## src/inc/mfc_regs.vh

```
// Register map and field constants of the frequency control block
`ifndef MFC_REGS_VH
`define MFC_REGS_VH

// Byte offsets
`define MFC_A_HIST       10'h117
`define MFC_A_PWR_LO     10'h119
`define MFC_A_PWR_MID    10'h11a
`define MFC_A_PWR_HI     10'h11b
`define MFC_A_CTRL       10'h11c
`define MFC_A_PROP       10'h11d
`define MFC_A_BLOCK      10'h11f
`define MFC_A_DISCARD    10'h120
`define MFC_A_LIM_LO     10'h121
`define MFC_A_LIM_HI     10'h122
`define MFC_A_CONF_MIN   10'h123
`define MFC_A_OVR_LO     10'h124
`define MFC_A_OVR_HI     10'h125
`define MFC_A_CRS_LO     10'h126
`define MFC_A_CRS_HI     10'h127
`define MFC_A_SCALE      10'h128
`define MFC_A_OOR_CNT    10'h12a

// Reset values
`define MFC_R_HIST       4'hf
`define MFC_R_CTRL       6'h1e
`define MFC_R_PROP       8'h04
`define MFC_R_BLOCK      1'h0
`define MFC_R_DISCARD    2'h0
`define MFC_R_LIM_LO     8'h46
`define MFC_R_LIM_HI     5'h00
`define MFC_R_CONF_MIN   8'h90
`define MFC_R_OVR        13'h0000
`define MFC_R_SCALE      8'he0
`define MFC_R_OOR_CNT    8'h00

// Fields of the loop control byte
`define MFC_F_AVG        0
`define MFC_F_LAG        1
`define MFC_F_GAIN_LO    2
`define MFC_F_GAIN_HI    5

// Power estimate layout
`define MFC_PWR_SIG_HI   11
`define MFC_PWR_NOISE_LO 12
`define MFC_GUARD_CARR   24
`define MFC_ACTIVE_CARR  637

// History entries kept besides the present one
`define MFC_HIST_DEPTH   15

`endif

```

## src/rtl/mfc_freq_control.v

```verilog
// Fine and coarse frequency control loop with its byte register set
`timescale 1ns/1ps
`include "mfc_regs.vh"

module mfc_freq_control #(
    parameter SHIFT_W = 8,
    parameter FINE_W  = 13,
    parameter FREQ_W  = 16,
    parameter POWER_W = 12
) (
    input  wire                      core_clk,
    input  wire                      arst_n,
    input  wire [9:0]                regAddr,
    input  wire                      regWrEn,
    input  wire [7:0]                regWrData,
    input  wire                      regRdEn,
    output reg  [7:0]                regRdData,
    input  wire                      shiftValid,
    input  wire signed [SHIFT_W-1:0] shiftVal,
    output reg  signed [SHIFT_W-1:0] minShift,
    input  wire                      carrierValid,
    input  wire                      carrierGuard,
    input  wire [POWER_W-1:0]        carrierPower,
    input  wire                      symbolEnd,
    input  wire                      fineValid,
    input  wire signed [FINE_W-1:0]  fineEst,
    input  wire                      coarseValid,
    input  wire signed [12:0]        coarseEst,
    input  wire [7:0]                coarseConf,
    output reg  signed [FREQ_W-1:0]  freqOffset,
    output reg                       freqValid,
    output reg                       loopFrozen
);

    //--------------------------------------------------------------
    // Local constants
    //--------------------------------------------------------------
    localparam ST_INIT   = 3'b001;
    localparam ST_TRACK  = 3'b010;
    localparam ST_FREEZE = 3'b100;
    localparam ACC_W     = POWER_W + 10;
    localparam SC_W      = FINE_W + 9;
    localparam ERR_W     = FINE_W + 1;

    //--------------------------------------------------------------
    // Register file
    //--------------------------------------------------------------
    reg [3:0]  histDepth_r;
    reg [5:0]  loopCtrl_r;
    reg [7:0]  propGain_r;
    reg        blockHold_r;
    reg [1:0]  discardCnt_r;
    reg [12:0] rangeLimit_r;
    reg [7:0]  confMin_r;
    reg [7:0]  ovrLow_r;
    reg [7:0]  fineScale_r;
    reg [7:0]  oorCount_r;
    reg [23:0] powerEst_r;
    reg [12:0] coarse_r;
    reg        ovrLoad_r;

    // Fields of the loop control byte
    wire       avgEn   = loopCtrl_r[`MFC_F_AVG];
    wire       lagSel  = loopCtrl_r[`MFC_F_LAG];
    wire [3:0] intGain = loopCtrl_r[`MFC_F_GAIN_HI:`MFC_F_GAIN_LO];

    // Byte writes; wide fields split low byte first
    always @(posedge core_clk or negedge arst_n) begin
        if (!arst_n) begin
            histDepth_r  <= `MFC_R_HIST;
            loopCtrl_r   <= `MFC_R_CTRL;
            propGain_r   <= `MFC_R_PROP;
            blockHold_r  <= `MFC_R_BLOCK;
            discardCnt_r <= `MFC_R_DISCARD;
            rangeLimit_r <= {`MFC_R_LIM_HI, `MFC_R_LIM_LO};
            confMin_r    <= `MFC_R_CONF_MIN;
            ovrLow_r     <= 8'h00;
            fineScale_r  <= `MFC_R_SCALE;
            ovrLoad_r    <= 1'b0;
        end else begin
            ovrLoad_r <= 1'b0;
            if (regWrEn) begin
                case (regAddr)
                    `MFC_A_HIST:     histDepth_r  <= regWrData[3:0];
                    `MFC_A_CTRL:     loopCtrl_r   <= regWrData[5:0];
                    `MFC_A_PROP:     propGain_r   <= regWrData;
                    `MFC_A_BLOCK:    blockHold_r  <= regWrData[0];
                    `MFC_A_DISCARD:  discardCnt_r <= regWrData[1:0];
                    `MFC_A_LIM_LO:   rangeLimit_r[7:0]  <= regWrData;
                    `MFC_A_LIM_HI:   rangeLimit_r[12:8] <= regWrData[4:0];
                    `MFC_A_CONF_MIN: confMin_r    <= regWrData;
                    `MFC_A_OVR_LO:   ovrLow_r     <= regWrData;
                    `MFC_A_OVR_HI:   ovrLoad_r    <= 1'b1;
                    `MFC_A_SCALE:    fineScale_r  <= regWrData;
                    default: ;
                endcase
            end
        end
    end

    // Override high byte kept until the load pulse
    reg [4:0] ovrHigh_r;
    always @(posedge core_clk or negedge arst_n) begin
        if (!arst_n) begin
            ovrHigh_r <= 5'h00;
        end else if (regWrEn && regAddr == `MFC_A_OVR_HI) begin
            ovrHigh_r <= regWrData[4:0];
        end
    end

    // Registered read data, unmapped reads as zero
    always @(posedge core_clk or negedge arst_n) begin
        if (!arst_n) begin
            regRdData <= 8'h00;
        end else if (regRdEn) begin
            case (regAddr)
                `MFC_A_HIST:     regRdData <= {4'h0, histDepth_r};
                `MFC_A_PWR_LO:   regRdData <= powerEst_r[7:0];
                `MFC_A_PWR_MID:  regRdData <= powerEst_r[15:8];
                `MFC_A_PWR_HI:   regRdData <= powerEst_r[23:16];
                `MFC_A_CTRL:     regRdData <= {2'h0, loopCtrl_r};
                `MFC_A_PROP:     regRdData <= propGain_r;
                `MFC_A_BLOCK:    regRdData <= {7'h00, blockHold_r};
                `MFC_A_DISCARD:  regRdData <= {6'h00, discardCnt_r};
                `MFC_A_LIM_LO:   regRdData <= rangeLimit_r[7:0];
                `MFC_A_LIM_HI:   regRdData <= {3'h0, rangeLimit_r[12:8]};
                `MFC_A_CONF_MIN: regRdData <= confMin_r;
                `MFC_A_CRS_LO:   regRdData <= coarse_r[7:0];
                `MFC_A_CRS_HI:   regRdData <= {3'h0, coarse_r[12:8]};
                `MFC_A_SCALE:    regRdData <= fineScale_r;
                `MFC_A_OOR_CNT:  regRdData <= oorCount_r;
                default:         regRdData <= 8'h00;
            endcase
        end
    end

    //--------------------------------------------------------------
    // Window start history
    //--------------------------------------------------------------
    wire signed [SHIFT_W-1:0] histEntry [0:`MFC_HIST_DEPTH];
    genvar gi;

    // Entry 0 is the present shift, older ones move up
    generate
        for (gi = 0; gi <= `MFC_HIST_DEPTH; gi = gi + 1) begin : gHist
            reg  signed [SHIFT_W-1:0] entry_r;
            wire signed [SHIFT_W-1:0] entry_nxt;
            if (gi == 0) begin : gHead
                assign entry_nxt = shiftVal;
            end else begin : gTail
                assign entry_nxt = histEntry[gi-1];
            end
            // One register per entry keeps a single driver each
            always @(posedge core_clk or negedge arst_n) begin
                if (!arst_n) begin
                    entry_r <= {SHIFT_W{1'b0}};
                end else if (shiftValid) begin
                    entry_r <= entry_nxt;
                end
            end
            assign histEntry[gi] = entry_r;
        end
    endgenerate

    // Minimum over entries 0..depth only
    reg signed [SHIFT_W-1:0] minSearch;
    integer k;
    always @* begin
        minSearch = histEntry[0];
        for (k = 1; k <= `MFC_HIST_DEPTH; k = k + 1) begin
            if (k <= histDepth_r && histEntry[k] < minSearch) begin
                minSearch = histEntry[k];
            end
        end
    end

    // Registered minimum drives the output
    always @(posedge core_clk or negedge arst_n) begin
        if (!arst_n) begin
            minShift <= {SHIFT_W{1'b0}};
        end else begin
            minShift <= minSearch;
        end
    end

    //--------------------------------------------------------------
    // Noise and signal power estimate
    //--------------------------------------------------------------
    // Divisors sized to the accumulators so the quotient fits
    localparam [ACC_W-1:0] NOISE_DIV = `MFC_GUARD_CARR;
    localparam [ACC_W-1:0] SIG_DIV   = `MFC_ACTIVE_CARR;

    reg [ACC_W-1:0] noiseAcc_r;
    reg [ACC_W-1:0] sigAcc_r;
    wire [ACC_W-1:0] carrWide = {{(ACC_W-POWER_W){1'b0}}, carrierPower};

    // Per-carrier means; the 12-bit fields keep the low bits
    wire [ACC_W-1:0] noiseMean = noiseAcc_r / NOISE_DIV;
    wire [ACC_W-1:0] sigMean   = sigAcc_r / SIG_DIV;

    // Guard carriers feed noise, the rest feed signal
    always @(posedge core_clk or negedge arst_n) begin
        if (!arst_n) begin
            noiseAcc_r <= {ACC_W{1'b0}};
            sigAcc_r   <= {ACC_W{1'b0}};
            powerEst_r <= 24'h000000;
        end else if (symbolEnd) begin
            powerEst_r[23:`MFC_PWR_NOISE_LO] <= noiseMean[POWER_W-1:0];
            powerEst_r[`MFC_PWR_SIG_HI:0]    <= sigMean[POWER_W-1:0];
            noiseAcc_r <= {ACC_W{1'b0}};
            sigAcc_r   <= {ACC_W{1'b0}};
        end else if (carrierValid) begin
            if (carrierGuard) begin
                noiseAcc_r <= noiseAcc_r + carrWide;
            end else begin
                sigAcc_r <= sigAcc_r + carrWide;
            end
        end
    end

    //--------------------------------------------------------------
    // Coarse estimate register
    //--------------------------------------------------------------
    // A refused estimate leaves the last accepted or written value
    // Accepted estimate wins over a same-cycle override
    always @(posedge core_clk or negedge arst_n) begin
        if (!arst_n) begin
            coarse_r <= `MFC_R_OVR;
        end else if (coarseValid && coarseConf >= confMin_r) begin
            coarse_r <= coarseEst;
        end else if (ovrLoad_r) begin
            coarse_r <= {ovrHigh_r, ovrLow_r};
        end
    end

    //--------------------------------------------------------------
    // Fine estimate scaling and averaging
    //--------------------------------------------------------------
    wire signed [SC_W-1:0]  scProd =
        fineEst * $signed({1'b0, fineScale_r});
    wire signed [ERR_W-1:0] scaled = scProd[SC_W-1:8];
    reg  signed [ERR_W-1:0] prevScaled_r;
    wire signed [ERR_W:0]   pairSum = scaled + prevScaled_r;
    wire signed [ERR_W-1:0] loopErr =
        avgEn ? pairSum[ERR_W:1] : scaled;

    // Previous scaled estimate for the sliding pair
    always @(posedge core_clk or negedge arst_n) begin
        if (!arst_n) begin
            prevScaled_r <= {ERR_W{1'b0}};
        end else if (fineValid) begin
            prevScaled_r <= scaled;
        end
    end

    //--------------------------------------------------------------
    // Loop filter terms
    //--------------------------------------------------------------
    wire signed [ERR_W+4:0] intProd =
        loopErr * $signed({1'b0, intGain});
    wire signed [ERR_W+8:0] propProd =
        loopErr * $signed({1'b0, propGain_r});
    // Gains are fractions: integral over 16, proportional over 256
    wire signed [FREQ_W-1:0] intTerm =
        {{(FREQ_W-ERR_W-1){intProd[ERR_W+4]}}, intProd[ERR_W+4:4]};
    wire signed [FREQ_W-1:0] propTerm =
        {{(FREQ_W-ERR_W-1){propProd[ERR_W+8]}}, propProd[ERR_W+8:8]};

    // Integrator wraps at 16 bits; keep gains small
    reg  signed [FREQ_W-1:0] integ_r;
    wire signed [FREQ_W-1:0] integNxt = integ_r + intTerm;
    wire signed [FREQ_W-1:0] freqNxt =
        lagSel ? integNxt + propTerm : integNxt;

    // Distance of fine result from coarse estimate
    wire signed [FREQ_W:0] coarseWide =
        {{(FREQ_W-12){coarse_r[12]}}, coarse_r};
    wire signed [FREQ_W:0] diff =
        {freqNxt[FREQ_W-1], freqNxt} - coarseWide;
    wire [FREQ_W:0] absDiff = diff[FREQ_W] ? -diff : diff;
    wire outOfRange =
        absDiff >= {{(FREQ_W-12){1'b0}}, rangeLimit_r};

    //--------------------------------------------------------------
    // Control state machine
    //--------------------------------------------------------------
    reg [2:0] state_r;
    reg [1:0] skip_r;

    // Startup, tracking and freeze control
    always @(posedge core_clk or negedge arst_n) begin
        if (!arst_n) begin
            state_r    <= ST_INIT;
            skip_r     <= 2'h0;
            integ_r    <= {FREQ_W{1'b0}};
            freqOffset <= {FREQ_W{1'b0}};
            freqValid  <= 1'b0;
            oorCount_r <= `MFC_R_OOR_CNT;
            loopFrozen <= 1'b0;
        end else begin
            freqValid  <= 1'b0;
            loopFrozen <= blockHold_r;
            case (state_r)
                ST_INIT: begin
                    if (blockHold_r) begin
                        state_r <= ST_FREEZE;
                    end else if (fineValid) begin
                        // Drop estimates until the count is met, the one that meets it included
                        if (skip_r >= discardCnt_r) begin
                            state_r <= ST_TRACK;
                        end else begin
                            skip_r <= skip_r + 2'h1;
                        end
                    end
                end
                ST_TRACK: begin
                    // Blockage tested first, a frozen loop never updates
                    if (blockHold_r) begin
                        state_r <= ST_FREEZE;
                    end else if (fineValid) begin
                        if (outOfRange) begin
                            // Internal clear, restart discard
                            integ_r    <= {FREQ_W{1'b0}};
                            freqOffset <= {FREQ_W{1'b0}};
                            freqValid  <= 1'b1;
                            skip_r     <= 2'h0;
                            state_r    <= ST_INIT;
                            if (oorCount_r != 8'hff) begin
                                oorCount_r <= oorCount_r + 8'h01;
                            end
                        end else begin
                            integ_r    <= integNxt;
                            freqOffset <= freqNxt;
                            freqValid  <= 1'b1;
                        end
                    end
                end
                ST_FREEZE: begin
                    // Offset held, no updates
                    if (!blockHold_r) begin
                        state_r <= ST_TRACK;
                    end
                end
                default: begin
                    state_r <= ST_INIT;
                end
            endcase
        end
    end

endmodule // mfc_freq_control

```

## config.mk

```make
export PLATFORM = sky130hd
export DESIGN_NAME = mfc_freq_control
export DESIGN_NICKNAME = d
export VERILOG_FILES = /design/src/rtl/mfc_freq_control.v
export VERILOG_INCLUDE_DIRS = /design/src /design/src/inc
export SDC_FILE = /design/constraint.sdc
export NUM_CORES = 2
export LEC_CHECK = 0
export BUFFER_PORTS_ARGS = -buffer_cell sky130_fd_sc_hd__buf_2
export CAP_MARGIN = 15
export CORE_AREA = 2 2 253 305
export DETAILED_ROUTE_END_ITERATION = 8
export DIE_AREA = 0 0 255 307
export MAX_ROUTING_LAYER = met4
export PLACE_DENSITY = 0.66
export SLEW_MARGIN = 0
export SYNTH_ARGS = -nofsm -noshare
export SYNTH_HDL_FRONTEND = slang
export SYNTH_SLANG_ARGS = --single-unit
export TNS_END_PERCENT = 20
```

## constraint.sdc

```tcl
create_clock -name core_clk -period 72 [get_ports core_clk]
set_clock_uncertainty 0.1 [all_clocks]
set_input_delay 21.6 -clock core_clk [delete_from_list [all_inputs] [get_ports core_clk]]
set_output_delay 21.6 -clock core_clk [all_outputs]
set_load 0.01 [all_outputs]
```

==> reports/metrics.csv <==
stage,metric,value,unit
synthesis,ys_top_cells_by_count,"518 x inv_1, 395 x nand2_1, 332 x dfrtp_1",
worst_setup_path,start_kind,input port,
clocking,ctsResizeCount,0,
worst_setup_path,worstPathArrival,39.74,ns
global_routing,grt_max_degree,100,
placement,placedInstanceArea,0.0387,mm2
timing,setup_violations,0,
clocking,root_buffer,clkbuf_16,
floorplanning,chipWidth,255,um
detailed_routing,dr_total_vias,30400,
timing,worst_slack,32.62,ns
detailed_routing,antenna_left,0,
global_routing,antenna_found_initial,3,
detailed_routing,drt-total-wl,96100,um
placement,port_buffers,115,
synthesis,yosysWarnings,0,
synthesis,synthDominantCellAreaShare,0.222,
synthesis,synthArstFlopShare,1.00,
floorplanning,die_h,307,um
timing,period_share,0.547,
min_path,hp-start,ovrHigh_r[0],
clocking,cts-buffers-inserted,41,
synthesis,postSynthAreaPerCell,8.75,um2
synthesis,yosysMostFrequentCell,inv_1,
min_path,worstHoldPathCells,2,
worst_setup_path,crit_top_cell,nor2b_1,
global_routing,grt_pass1_vias,30500,
synthesis,synthDistinctLibCells,115,
run,maxCapViolCount,0,
worst_setup_path,slowest_delay,0.94,ns
placement,post-dp-hpwl,74800,um
worst_setup_path,reg2reg_slack,44.09,ns
clocking,worstSkewPairLatency,0.60,ns
worst_setup_path,crit_slowest_cell,a311oi_1,
floorplanning,initial_utilization,0.494,
worst_setup_path,r2r-end,minShift[2],
finish,n_fill_cell,7070,
worst_setup_path,crit_fanout,32,
pwr,power_density,16.7,mW/mm2
placement,dpl.cell_count,5264,
floorplanning,core-area,0.0757,mm2
timing,slew-limit-headroom,0.193,
min_path,hold_end,ovrHigh_r[0],
detailed_routing,wl_per_cell,18.0,um
worst_setup_path,reg2reg_depth,109,
synthesis,synthesis.area,0.0374,mm2
clocking,cts_hold_repair.buffers,0,
worst_setup_path,required,72.36,ns
finish,nets,4911,
placement,dpl_worst_slack,31.67,ns
timing,rsz0062_at_grt,no,
global_routing,grt.total_usage,0.258,
pwr,ir_worst_vdd,0.0000196,V
synthesis,synth_area_leaders,"dfrtp_1 22%, ha_1 11%, fa_1 11%",
worst_setup_path,critPathKind,in -> reg,
placement,place_congestion,0.946,
timing,finalMaxSlewViolations,0,
synthesis,ys.flop_type,dfrtp_1,
synthesis,yosysSeqAreaShare,0.235,
floorplanning,num_io_pins,116,
detailed_routing,drtIter0Drc,1820,
worst_setup_path,regToRegStartpoint,gHist[0].entry_r[5],
timing,max_slew.worst_pin.slew,1.20,ns
synthesis,post-synth-top-area-cell,dfrtp_1,
status,status,completed,
min_path,hold_path.class,reg -> reg,
clocking,post-cts-setup-buffers,0,
clocking,cts_tree,built,
detailed_routing,first_pass_iters,5,
clocking,cts_max_path_buffers,3,
finish,final_cell_area,0.0402,mm2
timing,period_needed,39.38,ns
clocking,clkSlewWorstSetupHoldPaths,0.06,ns
clocking,htree_levels,2,
timing,finalSetupTns,0,ns
global_routing,grt_pass1_wl,159000,um
floorplanning,rows,111,
synthesis,syn_nets,4888,
floorplanning,die_area,0.0783,mm2
timing,fmax,25.4,MHz
worst_setup_path,end_kind,register,
finish,stdcell_count,5350,
detailed_routing,via_per_inst,5.69,
synthesis,synth-edff-count,0,
global_routing,gr-total-overflow,0,
synthesis,synthCells,4269,
synthesis,synth-seq-cells,350,
pwr,leakage,19.6,nW
finish,area_growth,7.56,%
timing,hold_viol,0,
detailed_routing,drcViolationCount,0,
clocking,cts.sinks,350,
finish,layout-drive-gt1-share,0.123,
critical path, delay by kind of cell:
family | cells | cell delay, ns
xor gates and xnor gates | 4 | 0.61
AOI/OAI and AO/OA | 27 | 6.41
and+or+nand+nor | 38 | 4.29
adders and majority gates | 14 | 5.81
buffers and inverters | 10 | 0.97
worst max path at each step:
stage,startpoint,end,slack [ns],cells after the start
floorplan,fineEst[3],skip_r[0],34.78,91
global placement,fineEst[3],oorCount_r[1],31.88,89
detailed placement,fineEst[3],oorCount_r[1],31.67,89
CTS,fineEst[3],oorCount_r[6],32.24,90
global route,fineEst[4],oorCount_r[6],30.94,93
finish,fineEst[3],oorCount_r[6],32.62,93
sequential cells by signal (all words and copies together) (netlist names), 13 cells and up:
signal	flops
powerEst_r	24
gHist.entry_r	120
sigAcc_r	22
noiseAcc_r	22
freqOffset	16
coarse_r	13
prevScaled_r	14
rangeLimit_r	13
integ_r	16
cells by family after synthesis:
family | synth area share
compound gates | 0.175
xor+xnor | 0.0469
fa+ha+maj | 0.224
buf+inv | 0.0691
flops | 0.235
mux | 0.0837
simple gates | 0.167
layout make-up:
cell class | count | area (um2) | area share
antenna | 8 | 20.0 | 0.000498
clock buffer | 47 | 1110 | 0.0276
clock inverter | 29 | 303 | 0.00754
inverter | 518 | 1940 | 0.0484
multi-input combinational | 3245 | 26000 | 0.647
sequential | 350 | 8780 | 0.219
tap | 1017 | 1270 | 0.0317
timing repair buffer | 136 | 749 | 0.0187
layout by cell type, fill, tap and decap left out, drive strengths merged, types with 32 or more instances in the layout:
cell type / instances
inv: 525
nand2: 396
dfrtp: 332
ha: 331
nor2: 279
mux2: 232
o21ai: 220
a21oi: 218
fa: 206
xnor2: 141
and2: 134
buf: 134
nor2b: 97
a21o: 78
nor3: 78
xor2: 58
nand2b: 56
mux2i: 51
nand3: 50
o21a: 50
clkbuf: 49
o21bai: 38
a22oi: 33
o31ai: 32
where the power goes:
part / internal [mW] / leakage (nW) / switching (mW)
Clock: 0.124 / 0.683 / 0.0977
Sequential: 0.228 / 4.55 / 0.0355
Combinational: 0.0860 / 14.3 / 0.101
per-layer routing:
layer	vias to the layer above	GRT usage	share of wire	routed length, um
met5	-	-	0	0
met4	0	0.0937	0.039	3760
met3	199	0.0250	0.035	3350
met2	584	0.445	0.50	48300
met1	14900	0.314	0.42	40700
li1	14800	-	-	-
metrics by stage:
| step | power (mW) | hold slack [ns] | util |
|---|---|---|---|
| detailed placement | 0.454 | 0.365 | 0.512 |
| global placement | 0.449 | 0.361 | 0.512 |
| global route | 0.719 | 0.397 | 0.531 |
| floorplan | 0.398 | 0.345 | - |
| finish | 0.673 | 0.378 | 0.531 |
| CTS | 0.680 | 0.381 | 0.530 |
Power figures use the tool's default switching activity.
